File: config.mk
export PLATFORM = sky130hd
export DESIGN_NAME = mic_irq_ctrl
export DESIGN_NICKNAME = d
export VERILOG_FILES = /design/src/common/mic_pkg.sv /design/src/hdl/mic_irq_ctrl.sv
export SDC_FILE = /design/constraint.sdc
export NUM_CORES = 1
export LEC_CHECK = 0
export ABC_AREA = 1
export BUFFER_PORTS_ARGS = -buffer_cell sky130_fd_sc_hd__buf_2
export CORE_ASPECT_RATIO = 1.1
export CORE_MARGIN = 2
export CORE_UTILIZATION = 53
export CTS_CLUSTER_SIZE = 16
export DETAILED_ROUTE_END_ITERATION = 7
export GPL_TIMING_DRIVEN = 0
export HOLD_SLACK_MARGIN = 0.02
export PLACE_DENSITY = 0.86
export SLEW_MARGIN = 40
export SYNTH_ARGS = -nofsm -noshare
export SYNTH_HDL_FRONTEND = slang
export SYNTH_SLANG_ARGS = --single-unit
File: constraint.sdc
create_clock -name pclk -period 2.3 [get_ports pclk]
set_input_delay 0.115 -clock pclk [delete_from_list [all_inputs] [get_ports pclk]]
set_output_delay 0.115 -clock pclk [all_outputs]
set_load 0.02 [all_outputs]
File: src/common/mic_pkg.sv
// Shared constants, register map and carrier types of the motion interrupt controller
package mic_pkg;

  // ****************************************************************
  // Source counts and bit positions
  // ****************************************************************
  localparam int NUM_SRC = 11;
  localparam int NUM_EXT = 5;
  localparam int NUM_INT = 6;
  localparam int SRC_LEFT_LIMIT = 0;
  localparam int SRC_RIGHT_LIMIT = 1;
  localparam int SRC_LEFT_SLOWDOWN = 2;
  localparam int SRC_RIGHT_SLOWDOWN = 3;
  localparam int SRC_INDEX = 4;
  localparam int SRC_FIFO_EMPTY = 5;
  localparam int SRC_STOP_ACCEPTED = 6;
  localparam int SRC_FIFO_CMD = 7;
  localparam int SRC_WRAP = 8;
  localparam int SRC_TIMEOUT = 9;
  localparam int SRC_DEVIATION = 10;
  localparam int POL_OUT_LEVEL_BIT = 5;
  localparam int POL_W = 6;

  // ****************************************************************
  // Register indices (printed offsets) and byte addresses
  // ****************************************************************
  localparam logic [7:0] IDX_POLARITY = 8'hd0;
  localparam logic [7:0] IDX_ENABLE = 8'hd2;
  localparam logic [7:0] IDX_STATUS = 8'hd4;
  localparam logic [7:0] IDX_SENSE = 8'hd5;
  localparam logic [11:0] ADDR_POLARITY = {2'h0, IDX_POLARITY, 2'h0};
  localparam logic [11:0] ADDR_ENABLE = {2'h0, IDX_ENABLE, 2'h0};
  localparam logic [11:0] ADDR_STATUS = {2'h0, IDX_STATUS, 2'h0};
  localparam logic [11:0] ADDR_SENSE = {2'h0, IDX_SENSE, 2'h0};

  // ****************************************************************
  // Reset values
  // ****************************************************************
  localparam logic [POL_W-1:0] POLARITY_RST = 6'h00;
  localparam logic [NUM_SRC-1:0] ENABLE_RST = 11'h000;
  localparam logic [NUM_SRC-1:0] STATUS_RST = 11'h000;
  // Switch pins are active low, the index channel active high
  localparam logic [NUM_EXT-1:0] EXT_ACTIVE_LOW = 5'h0f;

  // ****************************************************************
  // Types
  // ****************************************************************
  typedef enum logic [2:0] {REG_NONE, REG_POL, REG_EN, REG_STAT, REG_SENSE} mic_reg_e;

  // Last field is bit 0, so the layout follows the source numbering
  typedef struct packed {
    logic encoder_index_input;
    logic right_slowdown_switch_n;
    logic left_slowdown_switch_n;
    logic right_limit_switch_n;
    logic left_limit_switch_n;
  } mic_switch_s;

  typedef struct packed {
    logic deviation_exceeded;
    logic timeout_reached;
    logic position_counter_wrap;
    logic fifo_cmd_flag_start;
    logic stop_accepted;
    logic fifo_empty;
  } mic_event_s;

endpackage

File: src/hdl/mic_irq_ctrl.sv
// Interrupt controller of a single-axis motion controller with an APB register port
//
// Added by the designer: the APB register port.
`timescale 1ns/1ns
`default_nettype none

module mic_irq_ctrl
  import mic_pkg::*;
(
  input wire logic pclk,
  input wire logic presetn,
  input wire logic psel,
  input wire logic penable,
  input wire logic pwrite,
  input wire logic [11:0] paddr,
  input wire logic [31:0] pwdata,
  output logic [31:0] prdata,
  output logic pready,
  output logic pslverr,
  input wire mic_switch_s switch_pins,
  input wire mic_event_s core_events,
  output logic irq_out
);

  // ****************************************************************
  // Functions
  // ****************************************************************

  // Full-address match, so misaligned or unknown addresses miss
  function automatic mic_reg_e decode(input logic [11:0] addr);
    mic_reg_e sel;
    sel = REG_NONE;
    case (addr)
      ADDR_POLARITY: sel = REG_POL;
      ADDR_ENABLE: sel = REG_EN;
      ADDR_STATUS: sel = REG_STAT;
      ADDR_SENSE: sel = REG_SENSE;
      default: sel = REG_NONE;
    endcase
    return sel;
  endfunction

  // ****************************************************************
  // Declarations
  // ****************************************************************
  logic [POL_W-1:0] pol_q;
  logic [NUM_SRC-1:0] enable_q;
  logic [NUM_SRC-1:0] status_q;
  logic [NUM_SRC-1:0] status_d;
  logic [NUM_EXT-1:0] sw_meta_q;
  logic [NUM_EXT-1:0] sw_sync_q;
  logic [NUM_EXT-1:0] sw_prev_q;
  logic [2:0] arm_q;
  logic [NUM_INT-1:0] ev_prev_q;
  logic [NUM_EXT-1:0] ext_ev;
  logic [NUM_INT-1:0] int_ev;
  logic [NUM_EXT-1:0] sense_level;
  logic [NUM_SRC-1:0] set_vec;
  logic [NUM_SRC-1:0] clr_vec;
  logic [NUM_SRC-1:0] rd_snap_q;
  logic access;
  logic answer;
  logic commit;
  mic_reg_e sel;

  // ****************************************************************
  // External inputs: synchroniser and edge detect
  // ****************************************************************

  // Two flops before any logic looks at the pins
  always_ff @(posedge pclk or negedge presetn) begin
    if (!presetn) begin
      sw_meta_q <= '0;
      sw_sync_q <= '0;
    end else begin
      sw_meta_q <= switch_pins;
      sw_sync_q <= sw_meta_q;
    end
  end

  // Previous level for edge compare
  always_ff @(posedge pclk or negedge presetn) begin
    if (!presetn) begin
      sw_prev_q <= '0;
    end else begin
      sw_prev_q <= sw_sync_q;
    end
  end

  // Holds edges off until the pipeline carries real pin levels
  always_ff @(posedge pclk or negedge presetn) begin
    if (!presetn) begin
      arm_q <= 3'h0;
    end else begin
      arm_q <= {arm_q[1:0], 1'b1};
    end
  end

  // Both directions count; a steady pin gives nothing
  assign ext_ev = (sw_sync_q ^ sw_prev_q) & {NUM_EXT{arm_q[2]}};

  // Sensed active level per input; readable, does not change edges
  assign sense_level = sw_sync_q ^ EXT_ACTIVE_LOW ^ pol_q[NUM_EXT-1:0];

  // ****************************************************************
  // Internal events: rising edge of each core signal
  // ****************************************************************

  // Same clock as the core, so no synchroniser is needed
  always_ff @(posedge pclk or negedge presetn) begin
    if (!presetn) begin
      ev_prev_q <= '0;
    end else begin
      ev_prev_q <= core_events;
    end
  end

  // Empty FIFO, stop, flagged command, wrap, timeout, deviation
  assign int_ev = core_events & ~ev_prev_q;
  assign set_vec = {int_ev, ext_ev};

  // ****************************************************************
  // APB slave: one wait state, answer registered
  // ****************************************************************
  assign access = psel & penable;
  assign answer = access & ~pready;
  assign commit = access & pready;
  assign sel = decode(paddr);

  // Ready rises one edge into the access phase, for one cycle
  always_ff @(posedge pclk or negedge presetn) begin
    if (!presetn) begin
      pready <= 1'b0;
    end else begin
      pready <= answer;
    end
  end

  // Read data and error captured with ready
  always_ff @(posedge pclk or negedge presetn) begin
    if (!presetn) begin
      prdata <= '0;
      pslverr <= 1'b0;
    end else if (answer) begin
      pslverr <= (sel == REG_NONE);
      prdata <= '0;
      if (!pwrite) begin
        case (sel)
          REG_POL: prdata <= {26'h0, pol_q};
          REG_EN: prdata <= {21'h0, enable_q};
          REG_STAT: prdata <= {21'h0, status_q};
          REG_SENSE: prdata <= {27'h0, sense_level};
          default: prdata <= '0;
        endcase
      end
    end else if (!access) begin
      prdata <= '0;
      pslverr <= 1'b0;
    end
  end

  // Snapshot of reported flags; a read clears only what it showed
  always_ff @(posedge pclk or negedge presetn) begin
    if (!presetn) begin
      rd_snap_q <= '0;
    end else if (answer) begin
      rd_snap_q <= (!pwrite && sel == REG_STAT) ? status_q : '0;
    end
  end

  // ****************************************************************
  // Configuration registers
  // ****************************************************************

  // Polarity: five input senses plus output level
  always_ff @(posedge pclk or negedge presetn) begin
    if (!presetn) begin
      pol_q <= POLARITY_RST;
    end else if (commit && pwrite && sel == REG_POL) begin
      pol_q <= pwdata[POL_W-1:0];
    end
  end

  // Enable register, one bit per source
  always_ff @(posedge pclk or negedge presetn) begin
    if (!presetn) begin
      enable_q <= ENABLE_RST;
    end else if (commit && pwrite && sel == REG_EN) begin
      enable_q <= pwdata[NUM_SRC-1:0];
    end
  end

  // ****************************************************************
  // Pending status
  // ****************************************************************

  // Write-one clear, or clear of the bits a read returned
  always_comb begin
    clr_vec = '0;
    if (commit && sel == REG_STAT) begin
      if (pwrite) begin
        clr_vec = pwdata[NUM_SRC-1:0];
      end else begin
        clr_vec = rd_snap_q;
      end
    end
  end

  // A new event wins over a clear in the same cycle
  assign status_d = (status_q & ~clr_vec) | set_vec;

  always_ff @(posedge pclk or negedge presetn) begin
    if (!presetn) begin
      status_q <= STATUS_RST;
    end else begin
      status_q <= status_d;
    end
  end

  // ****************************************************************
  // Interrupt output
  // ****************************************************************

  // Flops the output so the pin never glitches on a decode
  always_ff @(posedge pclk or negedge presetn) begin
    if (!presetn) begin
      irq_out <= 1'b0;
    end else begin
      irq_out <= (|(status_q & enable_q)) ^ pol_q[POL_OUT_LEVEL_BIT];
    end
  end
endmodule

`default_nettype wire
Word-level counts from Yosys, hierarchy flattened --
Cells that the tools add are included.
Operators by class: eq/ne operators 9, multiplexer cells 10, bitwise operators 15, reduce and logical (&&, ||, !) cells 8
Operators with widths (number):
- 2-to-1 mux 32 bit | 3
- == test 12 x 10 -> 1 bit, second input constant | 4
- case mux 11 bit (4 select lines) | 1
- 2-to-1 mux 11 bit | 3
- AND 11 bit | 2
- case mux 3 bit (4 select lines) | 1
- inverter 11 bit | 1
- bitwise OR 11 bit | 1
- OR reduction 11 bit | 1
- bitwise XOR 5 bit | 2
- AND 6 bit | 1
- == test 3 x 2 -> 1 bit, second input constant | 2
- inverter 6 bit | 1
- AND 5 bit | 1
- logical AND 1 bit | 5
- inverter 4 bit | 1
- AND 1 bit | 3
- == test 3 x 1 -> 1 bit, second input constant | 1
- == test 3 bit, second input constant | 1
- logical NOT 3 bit | 1
- 2-to-1 mux 1 bit | 2
- != test 2 x 1 -> 1 bit, second input constant | 1
- logical NOT 1 bit | 1
- inverter 1 bit | 1
- bitwise XOR 1 bit | 1
Word-level totals: bits in registers 98, input port bits 60, word-level logic and storage cells 55

Longest topological paths before layout --
depth in word-level cells 8, mapped depth 11, depth with buffers taken out 10

Worst setup path after synthesis --
No wires, ideal clock.
path type register to register, from reg pready, to reg pol_q[0], setup time 121 ps, data arrival time 1192 ps, data required time 2179 ps, path slack 987 ps, stages on the path, launching flop included 7, clock period less this slack 1313 ps, cell sequence dfrtp_1 > nand3_1 > nor2_1 > nand3_1 > buf_2 > nand2_1 > o21ai_1
Between the ends: word-level cells in the longest chain between the ends 3
Ends and longest elaborated chain:
- start: declaration | line mic_irq_ctrl.sv:18 | output logic pready,
- start signal: assignment | line mic_irq_ctrl.sv:135 | pready <= answer;
- AND 1 bit | line mic_irq_ctrl.sv:127 | assign commit = access & pready;
- logical AND 1 bit (2 in a row) | line mic_irq_ctrl.sv:179 | end else if (commit && pwrite && sel == REG_POL) begin
- end signal: assignment | line mic_irq_ctrl.sv:180 | pol_q <= pwdata[POL_W-1:0];
- end: declaration | line mic_irq_ctrl.sv:46 | logic [POL_W-1:0] pol_q;
Every way passes these cells. A chain may end at the register's enable or synchronous reset.

Final worst setup path --
from reg pready, to reg rd_snap_q[8]
Between the ends: word-level cells in the longest chain between the ends 2
Ends and longest elaborated chain:
- inverter 1 bit | line mic_irq_ctrl.sv:126 | assign answer = access & ~pready;
- AND 1 bit | line mic_irq_ctrl.sv:126
- named net answer | line mic_irq_ctrl.sv:62 | logic answer;
- end signal: assignment | line mic_irq_ctrl.sv:167 | rd_snap_q <= (!pwrite && sel == REG_STAT) ? status_q : '0;
- end: declaration | line mic_irq_ctrl.sv:60 | logic [NUM_SRC-1:0] rd_snap_q;
The timed path passes the listed nets, and every way through them passes these cells.

==> metrics.yaml <==
worst_setup_path:
  crit_path_start_kind: "register"
  crit_type: "reg -> reg"
  r2r-end: "rd_snap_q[8]"
  startpoint: "pready"
  crit_cells: 4
  cp.required_ns: 2.56
  rr_startpoint: "pready"
  cpPeakStageDelay_ns: 0.45
  crit_slowest_cell: "dfrtp_1"
  arrival_ns: 1.73
  timing.critical_path.buf_inv: 1
  crit_family: "flip-flops"
  path_max_fanout: 10
  r2r_setup_slack_ns: 0.83
  critical_path.cell_chain: "nor2_4 -> nand2_1 -> buf_2 -> o31ai_1"
  crit_path_end_kind: "register"
  reg2regPathDepth: 4
logic_synthesis:
  syn-cell-area_um2: 3640
  synth.distinct_cells: 28
  synthCells: 420
  yosysTopAreaCell: "dfrtp_1"
  yosys-top-cells-area: "dfrtp_1 53%, nand2_1 10%, nand3_1 6.5%, o21ai_0 4.9%, buf_4 4.7%"
  ys_seq_area_frac: 0.529
  synth_top_area_frac: 0.529
  synth_warnings: 0
  avgSynthCellArea_um2: 8.67
  synth-seq-cells: 77
pwr:
  ir_worst_vdd_v: 0.000409
  power_density_nw_per_um2: 603
  p_leak_nw: 2.35
  p_total_mw: 2.70
sta:
  rsz0062_at_grt: "false"
  slew_viol_final: 0
  fin_ws_ns: 0.829
  fin_crit_sh: 0.640
  hold_viol: 0
  period_minus_slack_ns: 1.47
  fmax_mhz: 680
  setup_viol: 0
  skew_ns: 0.00743
  timing.setup.tns_ns: 0
floorplanning:
  die_x_um: 83.0
  rows: 31
  fp.dieArea_um2: 7550
  io_pins: 95
  fp.coreArea_um2: 6630
  start_util: 0.549
  dieHeight_um: 90.9
global_route:
  antenna_found_initial: 0
  grt_util_all_layers: 0.243
  grt.busiest_layer: "met2"
  grt_overflow: 0
  grt_pass1_wl_mm: 14.3
  grt_max_degree: 59
  grt_pass1_vias: 3021
  grt_use_met3: 0.0545
  use_met1: 0.312
  met2_usage: 0.388
cells_and_area:
  multi_input_area_um2: 1400
  syn_to_final_growth_pct: 22.7
  drive_gt1_frac: 0.239
  final_net_count: 579
  n_fill_cell: 563
  regArea_um2: 1930
  antenna-diode-count: 0
detailed_routing:
  drc_errors: 0
  vias_per_cell: 5.01
  antenna_left: 0
  drt_wl_total_mm: 8.46
  drt_first_iter_violations: 185
  vias: 3036
  drtPass1Iterations: 4
  wl_per_cell_um: 14.0
clock_tree:
  cts_made_buffers: 9
  cts_tree: "yes"
  clock_latency_ns: 0.36
  postCtsSetupBuffers: 0
  path_clk_slew_ns: 0.08
  clock_path_buffers: 2
  cts.sinks: 77
  clk_root_buffer_cell: "clkbuf_8"
  h-tree-depth: 3
flow_run:
  cap_violations: 0
hold_path:
  hold_start: "pwdata[6]"
  hold_path_class: "in -> reg"
  hold_end: "enable_q[6]"
  min_path_cells: 3
status:
  status: "finished, final reports clean"
placement:
  place_congestion: 0.909
  dpl.hpwl_mm: 6.12
  portBuffers: 52
  post-place-ws_ns: 0.853
[placed cells by master (no fill, tap or decap), drive strengths merged, types with 2 or more instances in the layout]
cell type	count
nor3	2
dlygate4sd3	15
buf	81
nor2	22
xnor2	4
nand3	48
o21ai	73
clkbuf	15
dfrtp	77
nand2	105
o31ai	3
a221oi	2
conb	22
inv	46
nand4	2
clkinv	2
[through the flow]
step	instances	util	hold slack [ns]	area, um^2
finish	606	0.674	0.0342	4470
global route	606	0.674	0.0322	4470
CTS	606	0.674	0.0284	4470
detailed placement	575	0.620	-0.0301	4110
global placement	574	0.615	0.223	4080
floorplan	440	-	-0.181	3720
[logic make-up (layout without fill, tap and decap cells)]
group / Yosys count / in the layout / synth area share
AND/OR/NAND/NOR: 179 / 179 / 0.225
AO/OA/AOI/OAI: 80 / 80 / 0.125
flip-flops: 77 / 77 / 0.529
buffers and inverters: 77 / 161 / 0.107
XOR/XNOR: 5 / 5 / 0.0120
other: 2 / 22 / 0.00206
[registers in the layout, summed over array words and instances (netlist names), 5 cells and up]
signal	cells
sw_meta_q	5
sw_sync_q	5
rd_snap_q	11
ev_prev_q	6
enable_q	11
pol_q	6
sw_prev_q	5
status_q	11
prdata	11
[cell usage after synthesis]
cell type and instances:
a21oi_1 1, a221oi_1 2, buf_2 4, buf_4 23, buf_6 1, clkbuf_1 5, conb_1 2, dfrtp_1 77
inv_1 42, inv_2 2, nand2_1 99, nand2_2 5, nand2_4 1, nand3_1 47, nand3_2 1, nand4_1 2
nor2_1 14, nor2_2 3, nor2_4 5, nor3_1 1, nor3_4 1, o21ai_0 36, o21ai_1 27, o21ai_2 10
o22ai_1 1, o31ai_1 3, xnor2_1 4, xor2_1 1
[routing by layer]
metal	up-vias	wire (um)
met5	-	0
met4	0	141
met3	13	699
met2	131	4020
met1	1376	3600
li1	1516	-
[repair_timing]
item / CTS / global route
hold buffers: 15 / 0
gates resized for setup: 0 / 0
endpoints found under the setup margin: 0 / 0
endpoints found under the hold margin: 96 / 0
[final cells by class]
| cell class | count | area share |
|---|---|---|
| well taps | 82 | 0.0230 |
| inverters | 44 | 0.0370 |
| flip-flops and latches | 77 | 0.431 |
| clock buffers | 10 | 0.0308 |
| multi-input cells | 286 | 0.314 |
| repair buffers | 68 | 0.0994 |
| clock inverters | 6 | 0.0154 |
| plain buffers | 33 | 0.0498 |
[worst reg2reg max path, delay by kind of cell (launching register included)]
family / cells / cell delay [ns]
AOI/OAI and AO/OA: 1 / 0.29
buffers and inverters: 1 / 0.24
DFF: 1 / 0.45
and+or+nand+nor: 2 / 0.40
[power by group]
part           total, mW  switching [mW]  internal [mW]
sequential          1.39          0.0157           1.38
clock               1.07           0.527          0.538
combinational      0.238           0.145         0.0937
total               2.70           0.687           2.01
[worst max-delay path by stage]
stage | slack, ns | endpoint
detailed placement | 0.85 | rd_snap_q[8]
floorplan | 0.99 | pol_q[0]
finish | 0.83 | rd_snap_q[8]
CTS | 0.83 | rd_snap_q[8]
global placement | 0.67 | sw_meta_q[0]
global route | 0.70 | rd_snap_q[8]
(Power assumes the default switching activity.)
